`src/rdfp_pkg.sv`:
```
// constants, types and behaviour notes for the radio data buffer pair
package rdfp_pkg;

    localparam int DEPTH = 64;
    localparam int PTR_W = 6;
    localparam int CNT_W = 7;

    localparam logic [CNT_W-1:0] TX_THR_BASE = 7'h3d;
    localparam logic [CNT_W-1:0] THR_STEP    = 7'h04;
    localparam logic [3:0]       THR_RESET   = 4'h7;
    localparam logic [3:0]       FILL_CAP    = 4'hf;

    // register port offsets
    localparam logic [7:0] REG_THR_CFG   = 8'h00;
    localparam logic [7:0] REG_RX_STATUS = 8'h04;
    localparam logic [7:0] REG_TX_STATUS = 8'h08;
    localparam logic [7:0] REG_FLUSH     = 8'h0c;
    localparam logic [7:0] REG_IRQ_STAT  = 8'h10;
    localparam logic [7:0] REG_IRQ_CLR   = 8'h14;
    localparam logic [7:0] REG_IRQ_EN    = 8'h18;

    // flush register bits
    localparam int FLUSH_RX_BIT = 0;
    localparam int FLUSH_TX_BIT = 1;

    // interrupt status bits
    localparam int IRQ_RX_OVF  = 0;
    localparam int IRQ_TX_UNF  = 1;
    localparam int IRQ_RX_THR  = 2;
    localparam int IRQ_TX_LOW  = 3;
    localparam int IRQ_W       = 4;

    // serial header: bit 7 set means read, bits 5:0 are the address
    localparam int HDR_READ_BIT = 7;
    localparam logic [5:0] SPI_BUF_ADDR   = 6'h3f;
    localparam logic [5:0] SPI_TXCNT_ADDR = 6'h3a;
    localparam logic [5:0] SPI_RXCNT_ADDR = 6'h3b;
    localparam logic [2:0] BIT_LAST       = 3'h7;

    typedef struct packed {
        logic cs_b;
        logic sclk;
        logic mosi;
    } rdfp_spi_in_type;

endpackage : rdfp_pkg

```
`src/rdfp_top.sv`:
```
// radio data buffer pair with serial host port and register port
`timescale 1ns/1ps
`default_nettype none

module rdfp_top #(
    parameter int DEPTH = rdfp_pkg::DEPTH
) (
    input  wire logic                     core_clk,
    input  wire logic                     rst_b,
    input  wire logic [7:0]               reg_addr,
    input  wire logic [7:0]               reg_wdata,
    input  wire logic                     reg_wr,
    input  wire logic                     reg_rd,
    output logic      [7:0]               reg_rdata,
    input  wire rdfp_pkg::rdfp_spi_in_type spi_in,
    output logic                          spi_miso,
    output logic                          spi_miso_oe,
    input  wire logic                     rx_push,
    input  wire logic [7:0]               rx_push_data,
    input  wire logic                     tx_pop,
    output logic      [7:0]               tx_pop_data,
    input  wire logic                     sleep_req,
    output logic      [1:0]               general_output_pin,
    output logic                          irq
);

    localparam int PW = rdfp_pkg::PTR_W;
    localparam int CW = rdfp_pkg::CNT_W;
    localparam logic [CW-1:0] FULL = CW'(DEPTH);
    localparam logic [CW-1:0] ONE  = 7'h01;

    // storage and pointers
    logic [7:0]    rx_mem_q [DEPTH];
    logic [7:0]    tx_mem_q [DEPTH];
    logic [PW-1:0] rx_wp_q, rx_rp_q, tx_wp_q, tx_rp_q;
    logic [CW-1:0] rx_cnt_q, tx_cnt_q;
    logic          rx_ovf_q, tx_unf_q;

    // register state
    logic [3:0]          thr_sel_q;
    logic [rdfp_pkg::IRQ_W-1:0] irq_st_q, irq_en_q;
    logic                rx_flag_q, tx_flag_q;

    // serial state
    logic [2:0] cs_sync_q, sclk_sync_q;
    logic [1:0] mosi_sync_q;
    logic [2:0] bit_q;
    logic [7:0] in_sr_q, out_sr_q, hdr_q;
    logic       in_hdr_q, reload_q;

    // --- serial pin conditioning: first stage feeds only the second
    wire cs_act    = ~cs_sync_q[1];
    wire cs_start  = ~cs_sync_q[1] & cs_sync_q[2];
    wire sclk_rise = sclk_sync_q[1] & ~sclk_sync_q[2];
    wire sclk_fall = ~sclk_sync_q[1] & sclk_sync_q[2];
    wire mosi_s    = mosi_sync_q[1];

    wire       byte_done = cs_act & sclk_rise & (bit_q == rdfp_pkg::BIT_LAST);
    wire [7:0] in_byte   = {in_sr_q[6:0], mosi_s};
    wire       hdr_rd    = hdr_q[rdfp_pkg::HDR_READ_BIT];
    wire       hdr_buf   = hdr_q[5:0] == rdfp_pkg::SPI_BUF_ADDR;
    wire       data_done = byte_done & ~in_hdr_q;
    wire       spi_rx_pop  = data_done & hdr_rd & hdr_buf;
    wire       spi_tx_push = data_done & ~hdr_rd & hdr_buf;
    wire       hdr_done    = byte_done & in_hdr_q;
    wire       hdr_next_rd = in_byte[rdfp_pkg::HDR_READ_BIT];
    wire       hdr_next_buf = in_byte[5:0] == rdfp_pkg::SPI_BUF_ADDR;

    // --- register port decode
    wire wr_thr   = reg_wr & (reg_addr == rdfp_pkg::REG_THR_CFG);
    wire wr_flush = reg_wr & (reg_addr == rdfp_pkg::REG_FLUSH);
    wire wr_clr   = reg_wr & (reg_addr == rdfp_pkg::REG_IRQ_CLR);
    wire wr_en    = reg_wr & (reg_addr == rdfp_pkg::REG_IRQ_EN);
    wire flush_rx = (wr_flush & reg_wdata[rdfp_pkg::FLUSH_RX_BIT]) | sleep_req;
    wire flush_tx = (wr_flush & reg_wdata[rdfp_pkg::FLUSH_TX_BIT]) | sleep_req;

    // --- receive buffer control
    wire rx_full   = rx_cnt_q == FULL;
    wire rx_wr     = rx_push & ~rx_full;
    wire rx_ovf_ev = rx_push & rx_full;
    // an empty read leaves everything alone and returns the stale head byte
    wire rx_rd     = spi_rx_pop & (rx_cnt_q != '0);
    // pointer slip when the last byte leaves as a new one lands
    wire rx_rp_adv = rx_rd & ~(rx_wr & (rx_cnt_q == ONE));
    wire [CW-1:0] rx_cnt_d = rx_cnt_q + CW'(rx_wr) - CW'(rx_rd);

    // --- transmit buffer control
    wire tx_full   = tx_cnt_q == FULL;
    wire tx_wr     = spi_tx_push & ~tx_full;
    wire tx_rd     = tx_pop & (tx_cnt_q != '0);
    wire tx_unf_ev = tx_pop & (tx_cnt_q == '0);
    wire [CW-1:0] tx_cnt_d = tx_cnt_q + CW'(tx_wr) - CW'(tx_rd);

    // --- thresholds
    wire [CW-1:0] thr_n     = {3'h0, thr_sel_q};
    wire [CW-1:0] tx_thr    = CW'(rdfp_pkg::TX_THR_BASE - rdfp_pkg::THR_STEP * thr_n);
    wire [CW-1:0] rx_thr    = CW'(rdfp_pkg::THR_STEP * (thr_n + ONE));
    wire          rx_flag_d = rx_cnt_q >= rx_thr;
    wire          tx_flag_d = tx_cnt_q >= tx_thr;

    // --- events and interrupt status
    wire [rdfp_pkg::IRQ_W-1:0] irq_ev = {tx_flag_q & ~tx_flag_d, rx_flag_d & ~rx_flag_q,
                                         tx_unf_ev, rx_ovf_ev};
    wire [rdfp_pkg::IRQ_W-1:0] irq_clr = wr_clr ? reg_wdata[rdfp_pkg::IRQ_W-1:0] : '0;
    // a new event in the clearing cycle survives the clear
    wire [rdfp_pkg::IRQ_W-1:0] irq_st_d = (irq_st_q & ~irq_clr) | irq_ev;

    // --- status byte fill fields, capped at fifteen
    wire [3:0] rx_fill = (rx_cnt_q > CW'(rdfp_pkg::FILL_CAP)) ? rdfp_pkg::FILL_CAP : rx_cnt_q[3:0];
    wire [3:0] tx_fill = (tx_cnt_q > CW'(rdfp_pkg::FILL_CAP)) ? rdfp_pkg::FILL_CAP : tx_cnt_q[3:0];
    wire [7:0] stat_byte = {1'b0, rx_ovf_q | tx_unf_q, 2'b00, rx_fill};

    // --- readable count fields, error flag in bit 7
    wire [7:0] rx_status = {rx_ovf_q, rx_cnt_q};
    wire [7:0] tx_status = {tx_unf_q, tx_cnt_q};

    // --- reply byte chosen at the end of the header
    wire [7:0] hdr_reply = (in_byte[5:0] == rdfp_pkg::SPI_RXCNT_ADDR) ? rx_status :
                           (in_byte[5:0] == rdfp_pkg::SPI_TXCNT_ADDR) ? tx_status : 8'h00;

    // --- register read mux
    wire [7:0] rd_mux =
        (reg_addr == rdfp_pkg::REG_THR_CFG)   ? {4'h0, thr_sel_q} :
        (reg_addr == rdfp_pkg::REG_RX_STATUS) ? rx_status :
        (reg_addr == rdfp_pkg::REG_TX_STATUS) ? tx_status :
        (reg_addr == rdfp_pkg::REG_IRQ_STAT)  ? {4'h0, irq_st_q} :
        (reg_addr == rdfp_pkg::REG_IRQ_EN)    ? {4'h0, irq_en_q} : 8'h00;

    assign spi_miso    = out_sr_q[7];
    assign spi_miso_oe = cs_act;
    assign irq         = |(irq_st_q & irq_en_q);

    // --- pin synchronisers
    always_ff @(posedge core_clk or negedge rst_b) begin
        if (!rst_b) begin
            cs_sync_q   <= 3'h7;
            sclk_sync_q <= 3'h0;
            mosi_sync_q <= 2'h0;
        end else begin
            cs_sync_q   <= {cs_sync_q[1:0], spi_in.cs_b};
            sclk_sync_q <= {sclk_sync_q[1:0], spi_in.sclk};
            mosi_sync_q <= {mosi_sync_q[0], spi_in.mosi};
        end
    end

    // --- serial shifter, mode 0: sample on rise, shift out on fall
    always_ff @(posedge core_clk or negedge rst_b) begin
        if (!rst_b) begin
            bit_q    <= 3'h0;
            in_sr_q  <= 8'h00;
            out_sr_q <= 8'h00;
            hdr_q    <= 8'h00;
            in_hdr_q <= 1'b1;
            reload_q <= 1'b0;
        end else if (!cs_act) begin
            bit_q    <= 3'h0;
            in_hdr_q <= 1'b1;
            reload_q <= 1'b0;
        end else begin
            reload_q <= 1'b0;
            if (cs_start) begin
                out_sr_q <= stat_byte;
            end else if (reload_q) begin
                out_sr_q <= rx_mem_q[rx_rp_q];
            end else if (byte_done) begin
                if (in_hdr_q && !hdr_next_buf) begin
                    out_sr_q <= hdr_next_rd ? hdr_reply : 8'h00;
                end
            end else if (sclk_rise && in_hdr_q && bit_q == 3'h0) begin
                // the read/write bit has just arrived: pick which fill to report
                out_sr_q[3:0] <= mosi_s ? rx_fill : tx_fill;
            end else if (sclk_fall && bit_q != 3'h0) begin
                // no shift right after a byte: its first bit is already out
                out_sr_q <= {out_sr_q[6:0], 1'b0};
            end
            if (sclk_rise) begin
                bit_q   <= bit_q + 3'h1;
                in_sr_q <= in_byte;
            end
            if (hdr_done) begin
                hdr_q    <= in_byte;
                in_hdr_q <= 1'b0;
                reload_q <= hdr_next_rd & hdr_next_buf;
            end
            if (spi_rx_pop) begin
                // next byte fetched one cycle after the pop settles
                reload_q <= 1'b1;
            end
        end
    end

    // --- receive buffer pointers, count and sticky overflow
    always_ff @(posedge core_clk or negedge rst_b) begin
        if (!rst_b) begin
            rx_wp_q  <= '0;
            rx_rp_q  <= '0;
            rx_cnt_q <= '0;
            rx_ovf_q <= 1'b0;
        end else if (flush_rx) begin
            rx_wp_q  <= '0;
            rx_rp_q  <= '0;
            rx_cnt_q <= '0;
            // an overflow in the flushing cycle still shows: set beats clear
            rx_ovf_q <= rx_ovf_ev;
        end else begin
            rx_wp_q  <= rx_wp_q + PW'(rx_wr);
            rx_rp_q  <= rx_rp_q + PW'(rx_rp_adv);
            rx_cnt_q <= rx_cnt_d;
            rx_ovf_q <= rx_ovf_q | rx_ovf_ev;
        end
    end

    // --- transmit buffer pointers, count and sticky underflow
    always_ff @(posedge core_clk or negedge rst_b) begin
        if (!rst_b) begin
            tx_wp_q  <= '0;
            tx_rp_q  <= '0;
            tx_cnt_q <= '0;
            tx_unf_q <= 1'b0;
        end else if (flush_tx) begin
            tx_wp_q  <= '0;
            tx_rp_q  <= '0;
            tx_cnt_q <= '0;
            tx_unf_q <= tx_unf_ev;
        end else begin
            tx_wp_q  <= tx_wp_q + PW'(tx_wr);
            tx_rp_q  <= tx_rp_q + PW'(tx_rd);
            tx_cnt_q <= tx_cnt_d;
            tx_unf_q <= tx_unf_q | tx_unf_ev;
        end
    end

    // --- byte storage, one entry per write enable
    for (genvar i = 0; i < DEPTH; i++) begin : g_mem
        always_ff @(posedge core_clk) begin
            if (rx_wr && rx_wp_q == PW'(i)) begin
                rx_mem_q[i] <= rx_push_data;
            end
            if (tx_wr && tx_wp_q == PW'(i)) begin
                tx_mem_q[i] <= in_byte;
            end
        end
    end

    // --- modem-side transmit data, held until the next pop that finds data
    always_ff @(posedge core_clk or negedge rst_b) begin
        if (!rst_b) begin
            tx_pop_data <= 8'h00;
        end else if (tx_rd) begin
            tx_pop_data <= tx_mem_q[tx_rp_q];
        end
    end

    // --- configuration, interrupts, flags and register read data
    always_ff @(posedge core_clk or negedge rst_b) begin
        if (!rst_b) begin
            thr_sel_q          <= rdfp_pkg::THR_RESET;
            irq_st_q           <= '0;
            irq_en_q           <= '0;
            rx_flag_q          <= 1'b0;
            tx_flag_q          <= 1'b0;
            general_output_pin <= 2'h0;
            reg_rdata          <= 8'h00;
        end else begin
            if (wr_thr) begin
                thr_sel_q <= reg_wdata[3:0];
            end
            if (wr_en) begin
                irq_en_q <= reg_wdata[rdfp_pkg::IRQ_W-1:0];
            end
            irq_st_q           <= irq_st_d;
            rx_flag_q          <= rx_flag_d;
            tx_flag_q          <= tx_flag_d;
            general_output_pin <= {tx_flag_d, rx_flag_d};
            reg_rdata          <= reg_rd ? rd_mux : 8'h00;
        end
    end

endmodule : rdfp_top

`default_nettype wire

```
`config.mk`:
```
export PLATFORM = sky130hd
export DESIGN_NAME = rdfp_top
export DESIGN_NICKNAME = d
export VERILOG_FILES = /design/src/rdfp_pkg.sv /design/src/rdfp_top.sv
export SDC_FILE = /design/constraint.sdc
export NUM_CORES = 1
export LEC_CHECK = 0
export ABC_AREA = 1
export BUFFER_PORTS_ARGS = -buffer_cell sky130_fd_sc_hd__buf_4
export CAP_MARGIN = 20
export CORE_MARGIN = 1
export CORE_UTILIZATION = 42
export DETAILED_ROUTE_END_ITERATION = 6
export PLACE_DENSITY = 0.67
export SLEW_MARGIN = 20
export SYNTH_ARGS = -nofsm -noshare
export SYNTH_HDL_FRONTEND = slang
export SYNTH_SLANG_ARGS = --single-unit
```
`constraint.sdc`:
```
create_clock -name core_clk -period 9.69 [get_ports core_clk]
set_clock_uncertainty 0.1 [all_clocks]
set_input_delay 0 -clock core_clk [delete_from_list [all_inputs] [get_ports core_clk]]
set_output_delay 0 -clock core_clk [all_outputs]
set_load 0.05 [all_outputs]
```
; After elaboration in Yosys (flattened, before gate mapping)
; Memory sizes are Yosys's and may differ from the RTL's. A register that Yosys moved wholly into a read port is not among the register bits.
; Cells that the tools add are included.
[op_classes]
magnitude_cmp = 4
addsub = 11
n_reduce_logical = 277
n_bitwise = 47
n_mux = 669
n_eq_ne = 142
[op_table]
columns = op, count
row1 = two-way mux 8 bit, 138
row2 = OR reduction 8 bit, 126
row3 = two-way mux 6 bit, 130
row4 = "equality test 6 bit, second input constant", 68
row5 = two-way mux 1 bit, 389
row6 = "equality test 6 x 5 -> 1 bit, second input constant", 32
row7 = logical AND 1 bit, 132
row8 = "equality test 6 x 4 -> 1 bit, second input constant", 16
row9 = "equality test 6 x 3 -> 1 bit, second input constant", 8
row10 = two-way mux 4 bit, 8
row11 = bitwise AND 1 bit, 28
row12 = adder 6 x 1 -> 6 bit, 4
row13 = "equality test 6 x 2 -> 1 bit, second input constant", 4
row14 = "equality test 8 x 5 -> 1 bit, second input constant", 3
row15 = "equality test 8 x 4 -> 1 bit, second input constant", 2
row16 = adder 7 x 1 -> 7 bit, 2
row17 = "equality test 7 bit, second input constant", 2
row18 = greater-or-equal comparator 7 bit, 2
row19 = "greater-than comparator 7 x 4 -> 1 bit, second input constant", 2
row20 = two-way mux 7 bit, 2
row21 = nonzero test 7 bit, 2
row22 = subtractor 7 x 1 -> 7 bit, 2
row23 = "equality test 6 x 1 -> 1 bit, second input constant", 2
row24 = zero test 6 bit, 2
row25 = other kinds (26), 44
[totals]
n_memories = 2
wordCells = 1177
ram_bits = 1024
out_inout_bits = 21
reg_bits = 100
input_bits = 34
[mem_list]
columns = name, words, word_bits, rd, rd_clocked_by_memory_dff, wr, line_no
row1 = rx_mem_q, 64, 8, 1, 0, 1, rdfp_top.sv:33  ; logic [7:0] rx_mem_q [DEPTH];
row2 = tx_mem_q, 64, 8, 1, 1, 1, rdfp_top.sv:34  ; logic [7:0] tx_mem_q [DEPTH];

; Longest topological paths before layout
[depth]
depth_word = 75
ltp_mapped = 19
ltp_nobuf = 19

; Least setup slack after synthesis
; Ideal clock, no wire load.
[synth_timing]
kind = register to register
startpoint = register tx_cnt_q[2]
endpoint = register tx_cnt_q[6]
stages_incl_launch_ff = 20
setup_time_ns = 0.132
path_slack_ns = 6.411
t_required_ns = 9.458
arrival_ns = 3.047
path_cell_list = dfrtp_1 > inv_1 > ha_1 > inv_1 > nor2_1 > nand2_1 > nand2_1 > clkinv_1 > ha_1 > inv_1 > ha_1 > inv_1 > fa_1 > o21ai_0 > a21oi_1 > nor2_1 > nor2_1 > o21bai_1 > xor2_1 > nor2_1
[synth_lines]
columns = item, line_no
row1 = from (decl), rdfp_top.sv:36  ; logic [CW-1:0] rx_cnt_q, tx_cnt_q;
row2 = from (signal assigned), rdfp_top.sv:228  ; tx_cnt_q <= tx_cnt_d;
row3 = nonzero test 7 bit, rdfp_top.sv:90  ; wire tx_rd = tx_pop & (tx_cnt_q != '0);
row4 = bitwise AND 1 bit, rdfp_top.sv:90
row5 = via tx_rd, rdfp_top.sv:90
row6 = subtractor 7 x 1 -> 7 bit, rdfp_top.sv:92  ; wire [CW-1:0] tx_cnt_d = tx_cnt_q + CW'(tx_wr) - CW'(tx_rd);
row7 = two-way mux 7 bit, rdfp_top.sv:220  ; end else if (flush_tx) begin
; The timed path passes the listed nets, and every way through them passes these cells.
; A chain may end at the register's enable or synchronous reset.

; Worst setup path after layout
[layout_timing]
startpoint = register tx_cnt_q[3]
endpoint = register tx_cnt_q[6]
; The elaborated chain is that of the path after synthesis.

==> flow_summary.yaml <==
status:
  status: "finished, final reports clean"
setup_path:
  setup.worst_path.class: "flop to flop"
  slowest_delay_ns: 0.62
  worst_setup_path_start_kind: "flop"
  worstPathCellList: "inv_1, ha_1, inv_1, nor2_1, nand2_1, nand2_1, clkinv_1, ha_1, inv_1, ha_1, inv_1, fa_1, o21ai_0, a21oi_1, nor2_1, nor2_1, o21bai_1, xor2_1, nor2_1"
  critPathMaxFanout: 10
  crit_arrival_ns: 4.94
  reg2reg_depth: 19
  reg2reg_from: "tx_cnt_q[3]"
  endpoint_kind: "flop"
  rrSetupSlack_ns: 5.19
  crit_required_ns: 10.13
  r2r_end: "tx_cnt_q[6]"
  slowest_stage: "clkinv_1"
run:
  cap_violations: 0
detailed_routing:
  vias_per_cell: 5.42
  drtIter0Drc: 3595
  firstDrtPassIters: 6
  routed_wl_um: 114000
  ant_nets: 0
  num_vias: 31066
  remaining_drc_errors: 0
  detail_route.wl_per_cell_um: 19.9
die:
  dieWidth_um: 338
  dieArea_um2: 114000
  initial_core_util: 0.426
  io_pins: 55
  core-area_um2: 111000
  row_count: 122
  die_y_um: 338
global_routing:
  grt_pass1_wl_um: 174000
  grt_remaining_overflow: 0
  grt_pass1_vias: 29734
  antenna_found_initial: 0
  grt_usage: 0.198
  grt_max_degree: 227
place:
  portBuffers: 50
  dpl.hpwl_um: 64200
  gp_congestion: 0.854
sta:
  slew_headroom: 0.248
  finalCritPeriodShare: 0.464
  setup_viol: 0
  period_needed_ns: 4.50
  maxSlewViolCount: 0
  setup_tns_ns: 0
  rsz0062_at_grt: "false"
  hold_viol: 0
  fmax_mhz: 222
  tightest_slew_ns: 1.13
final_layout:
  final_nets: 4232
  utilization: 0.476
  area_growth_syn_to_layout_pct: 11.7
  final_common_cell: "nand2_1"
  antenna_cells: 0
  layout_common_cells: "1,058 x nand2_1, 1,024 x edfxtp_1, 466 x nor2_1, 341 x nand3_1, 252 x o21ai_0"
  drive_above_1_share: 0.0785
synthesis:
  syn_area_per_cell_um2: 11.5
  synthDistinctLibCells: 42
  yosysSeqAreaShare: 0.705
  yosysTopAreaCellShare: 0.649
  synth_seq_cells: 1129
  synth_async_sr_flop_share: 0.0930
  synth_edf_count: 1024
  syn-num-nets: 4208
  syn_inst: 4127
  synth_flop_cell: "edfxtp_1"
  ys.warnings.count: 0
  yosysTopAreaCell: "edfxtp_1"
  netlist_area_um2: 47400
  synth_area_leaders: "edfxtp_1 65%, nand2_1 8.4%, dfrtp_1 5.2%"
worst_hold_path:
  hold_class: "input port to flop"
  min_from: "reg_wdata[2]"
  whs_endpoint: "thr_sel_q[2]"
  holdPathStages: 4
cts:
  htreeDepth: 3
  clkTransAtPathRegs_ns: 0.06
  clkLatencyLatePin_ns: 0.68
  clk_path_buf_depth: 3
  cts_made_buffers: 106
  postCtsSetupBuffers: 0
  cts_sinks: 1129
  cts-root-buf: "clkbuf_16"
  cts_tree: "yes"
power_and_ir_drop:
  ir_worst_vdd_v: 0.000177
  leakage_uw: 0.0190
  powerDensity_nw_per_um2: 212
-- worst max-delay path, delay by kind of cell (launching register included) --
kind	cells	cell delay [ns]
xor gates and xnor gates	1	0.17
AOI/OAI and AO/OA	3	0.47
buffers and inverters	5	0.93
DFF	1	0.47
and+or+nand+nor	6	1.03
adders and majority gates	4	1.20
-- how the worst max path moves through the flow --
stage	from	end	slack [ns]	cells after the start
2_1_floorplan	tx_cnt_q[2]	tx_cnt_q[6]	6.41	19
3_3_place_gp	tx_cnt_q[3]	tx_cnt_q[6]	5.32	19
3_5_place_dp	tx_cnt_q[3]	tx_cnt_q[6]	5.25	19
4_1_cts	tx_cnt_q[3]	tx_cnt_q[6]	5.17	19
5_1_grt	tx_cnt_q[3]	tx_cnt_q[6]	4.93	19
6_report	tx_cnt_q[3]	tx_cnt_q[6]	5.19	19
-- Yosys cell counts, types with 2 or more instances --
cell	number
a211oi_1	4
a21boi_0	59
a21oi_1	142
a31oi_1	2
buf_1	25
buf_2	95
buf_4	24
buf_6	3
clkbuf_1	77
clkinv_1	3
dfrtp_1	98
dfstp_2	7
edfxtp_1	1024
fa_1	2
ha_1	45
inv_1	123
inv_2	8
mux2i_1	8
nand2_1	1060
nand2_2	6
nand3_1	341
nand4_1	35
nor2_1	466
nor2_2	3
nor2_4	4
nor3_1	14
nor3_2	40
nor3b_1	10
o211ai_1	6
o21ai_0	254
o21ai_1	34
o21bai_1	4
o221ai_1	5
o22ai_1	74
xnor2_1	5
xor2_1	11
-- per-layer routing --
layer / track usage / vias up / part of all wire
met5: 0 / - / 0
met4: 0.0648 / 0 / 0.026
met3: 0.0279 / 201 / 0.078
met2: 0.307 / 1229 / 0.46
met1: 0.287 / 15141 / 0.44
li1: - / 14495 / -
-- stage by stage --
stage | cells | hold WS (ns) | power [µW] | instance area (µm²) | setup slack (ns)
3_5_place_dp | 5478 | -0.0452 | 7130 | 48900 | 5.25
3_3_place_gp | 5477 | -0.0490 | 7100 | 48900 | 5.32
2_1_floorplan | 4127 | -0.396 | 6680 | 47400 | 6.41
6_report | 5728 | 0.127 | 11200 | 52900 | 5.19
4_1_cts | 5728 | 0.104 | 11300 | 52900 | 5.17
5_1_grt | 5728 | 0.122 | 11600 | 52900 | 4.93
-- timing repair --
action,CTS,global route
endpoints found under the setup margin,0,0
hold buffers,53,0
resized for setup,0,0
endpoints found under the hold margin,628,0
-- state kept, by name, indices dropped and copies added, names as in the netlist, 6 cells and up --
register and flops:
tx_pop_data 8, in_sr_q 7, tx_mem_q 512, reg_rdata 8, out_sr_q 8, tx_cnt_q 7, tx_wp_q 6, rx_mem_q 512
rx_cnt_q 7, rx_wp_q 6, hdr_q 7, rx_rp_q 6, tx_rp_q 6
-- area by class of cell --
class                      instances  area, µm²
clock inverter                    60        588
clock buffer                     137       2910
sequential                      1129      33400
inverter                         134        513
fill                            9753      58400
multi-input combinational       2640      12400
timing repair buffer             140       1210
tap                             1488       1860
-- kinds of logic (layout without fill, tap and decap cells) --
group / after synthesis / after routing / share of synthesized area
adder cells (fa/ha/maj): 47 / 47 / 0.0127
buffers and inverters: 358 / 471 / 0.0333
XOR/XNOR: 16 / 16 / 0.00296
AND/OR/NAND/NOR: 1980 / 1980 / 0.176
flip-flops: 1129 / 1129 / 0.705
AO/OA/AOI/OAI: 589 / 589 / 0.0689
multiplexers: 8 / 8 / 0.00169
-- where the power goes --
part	internal, µW	switching [µW]
clock	2390	1790
combinational	413	1020
sequential	5500	121
(Power assumes the default switching activity.)
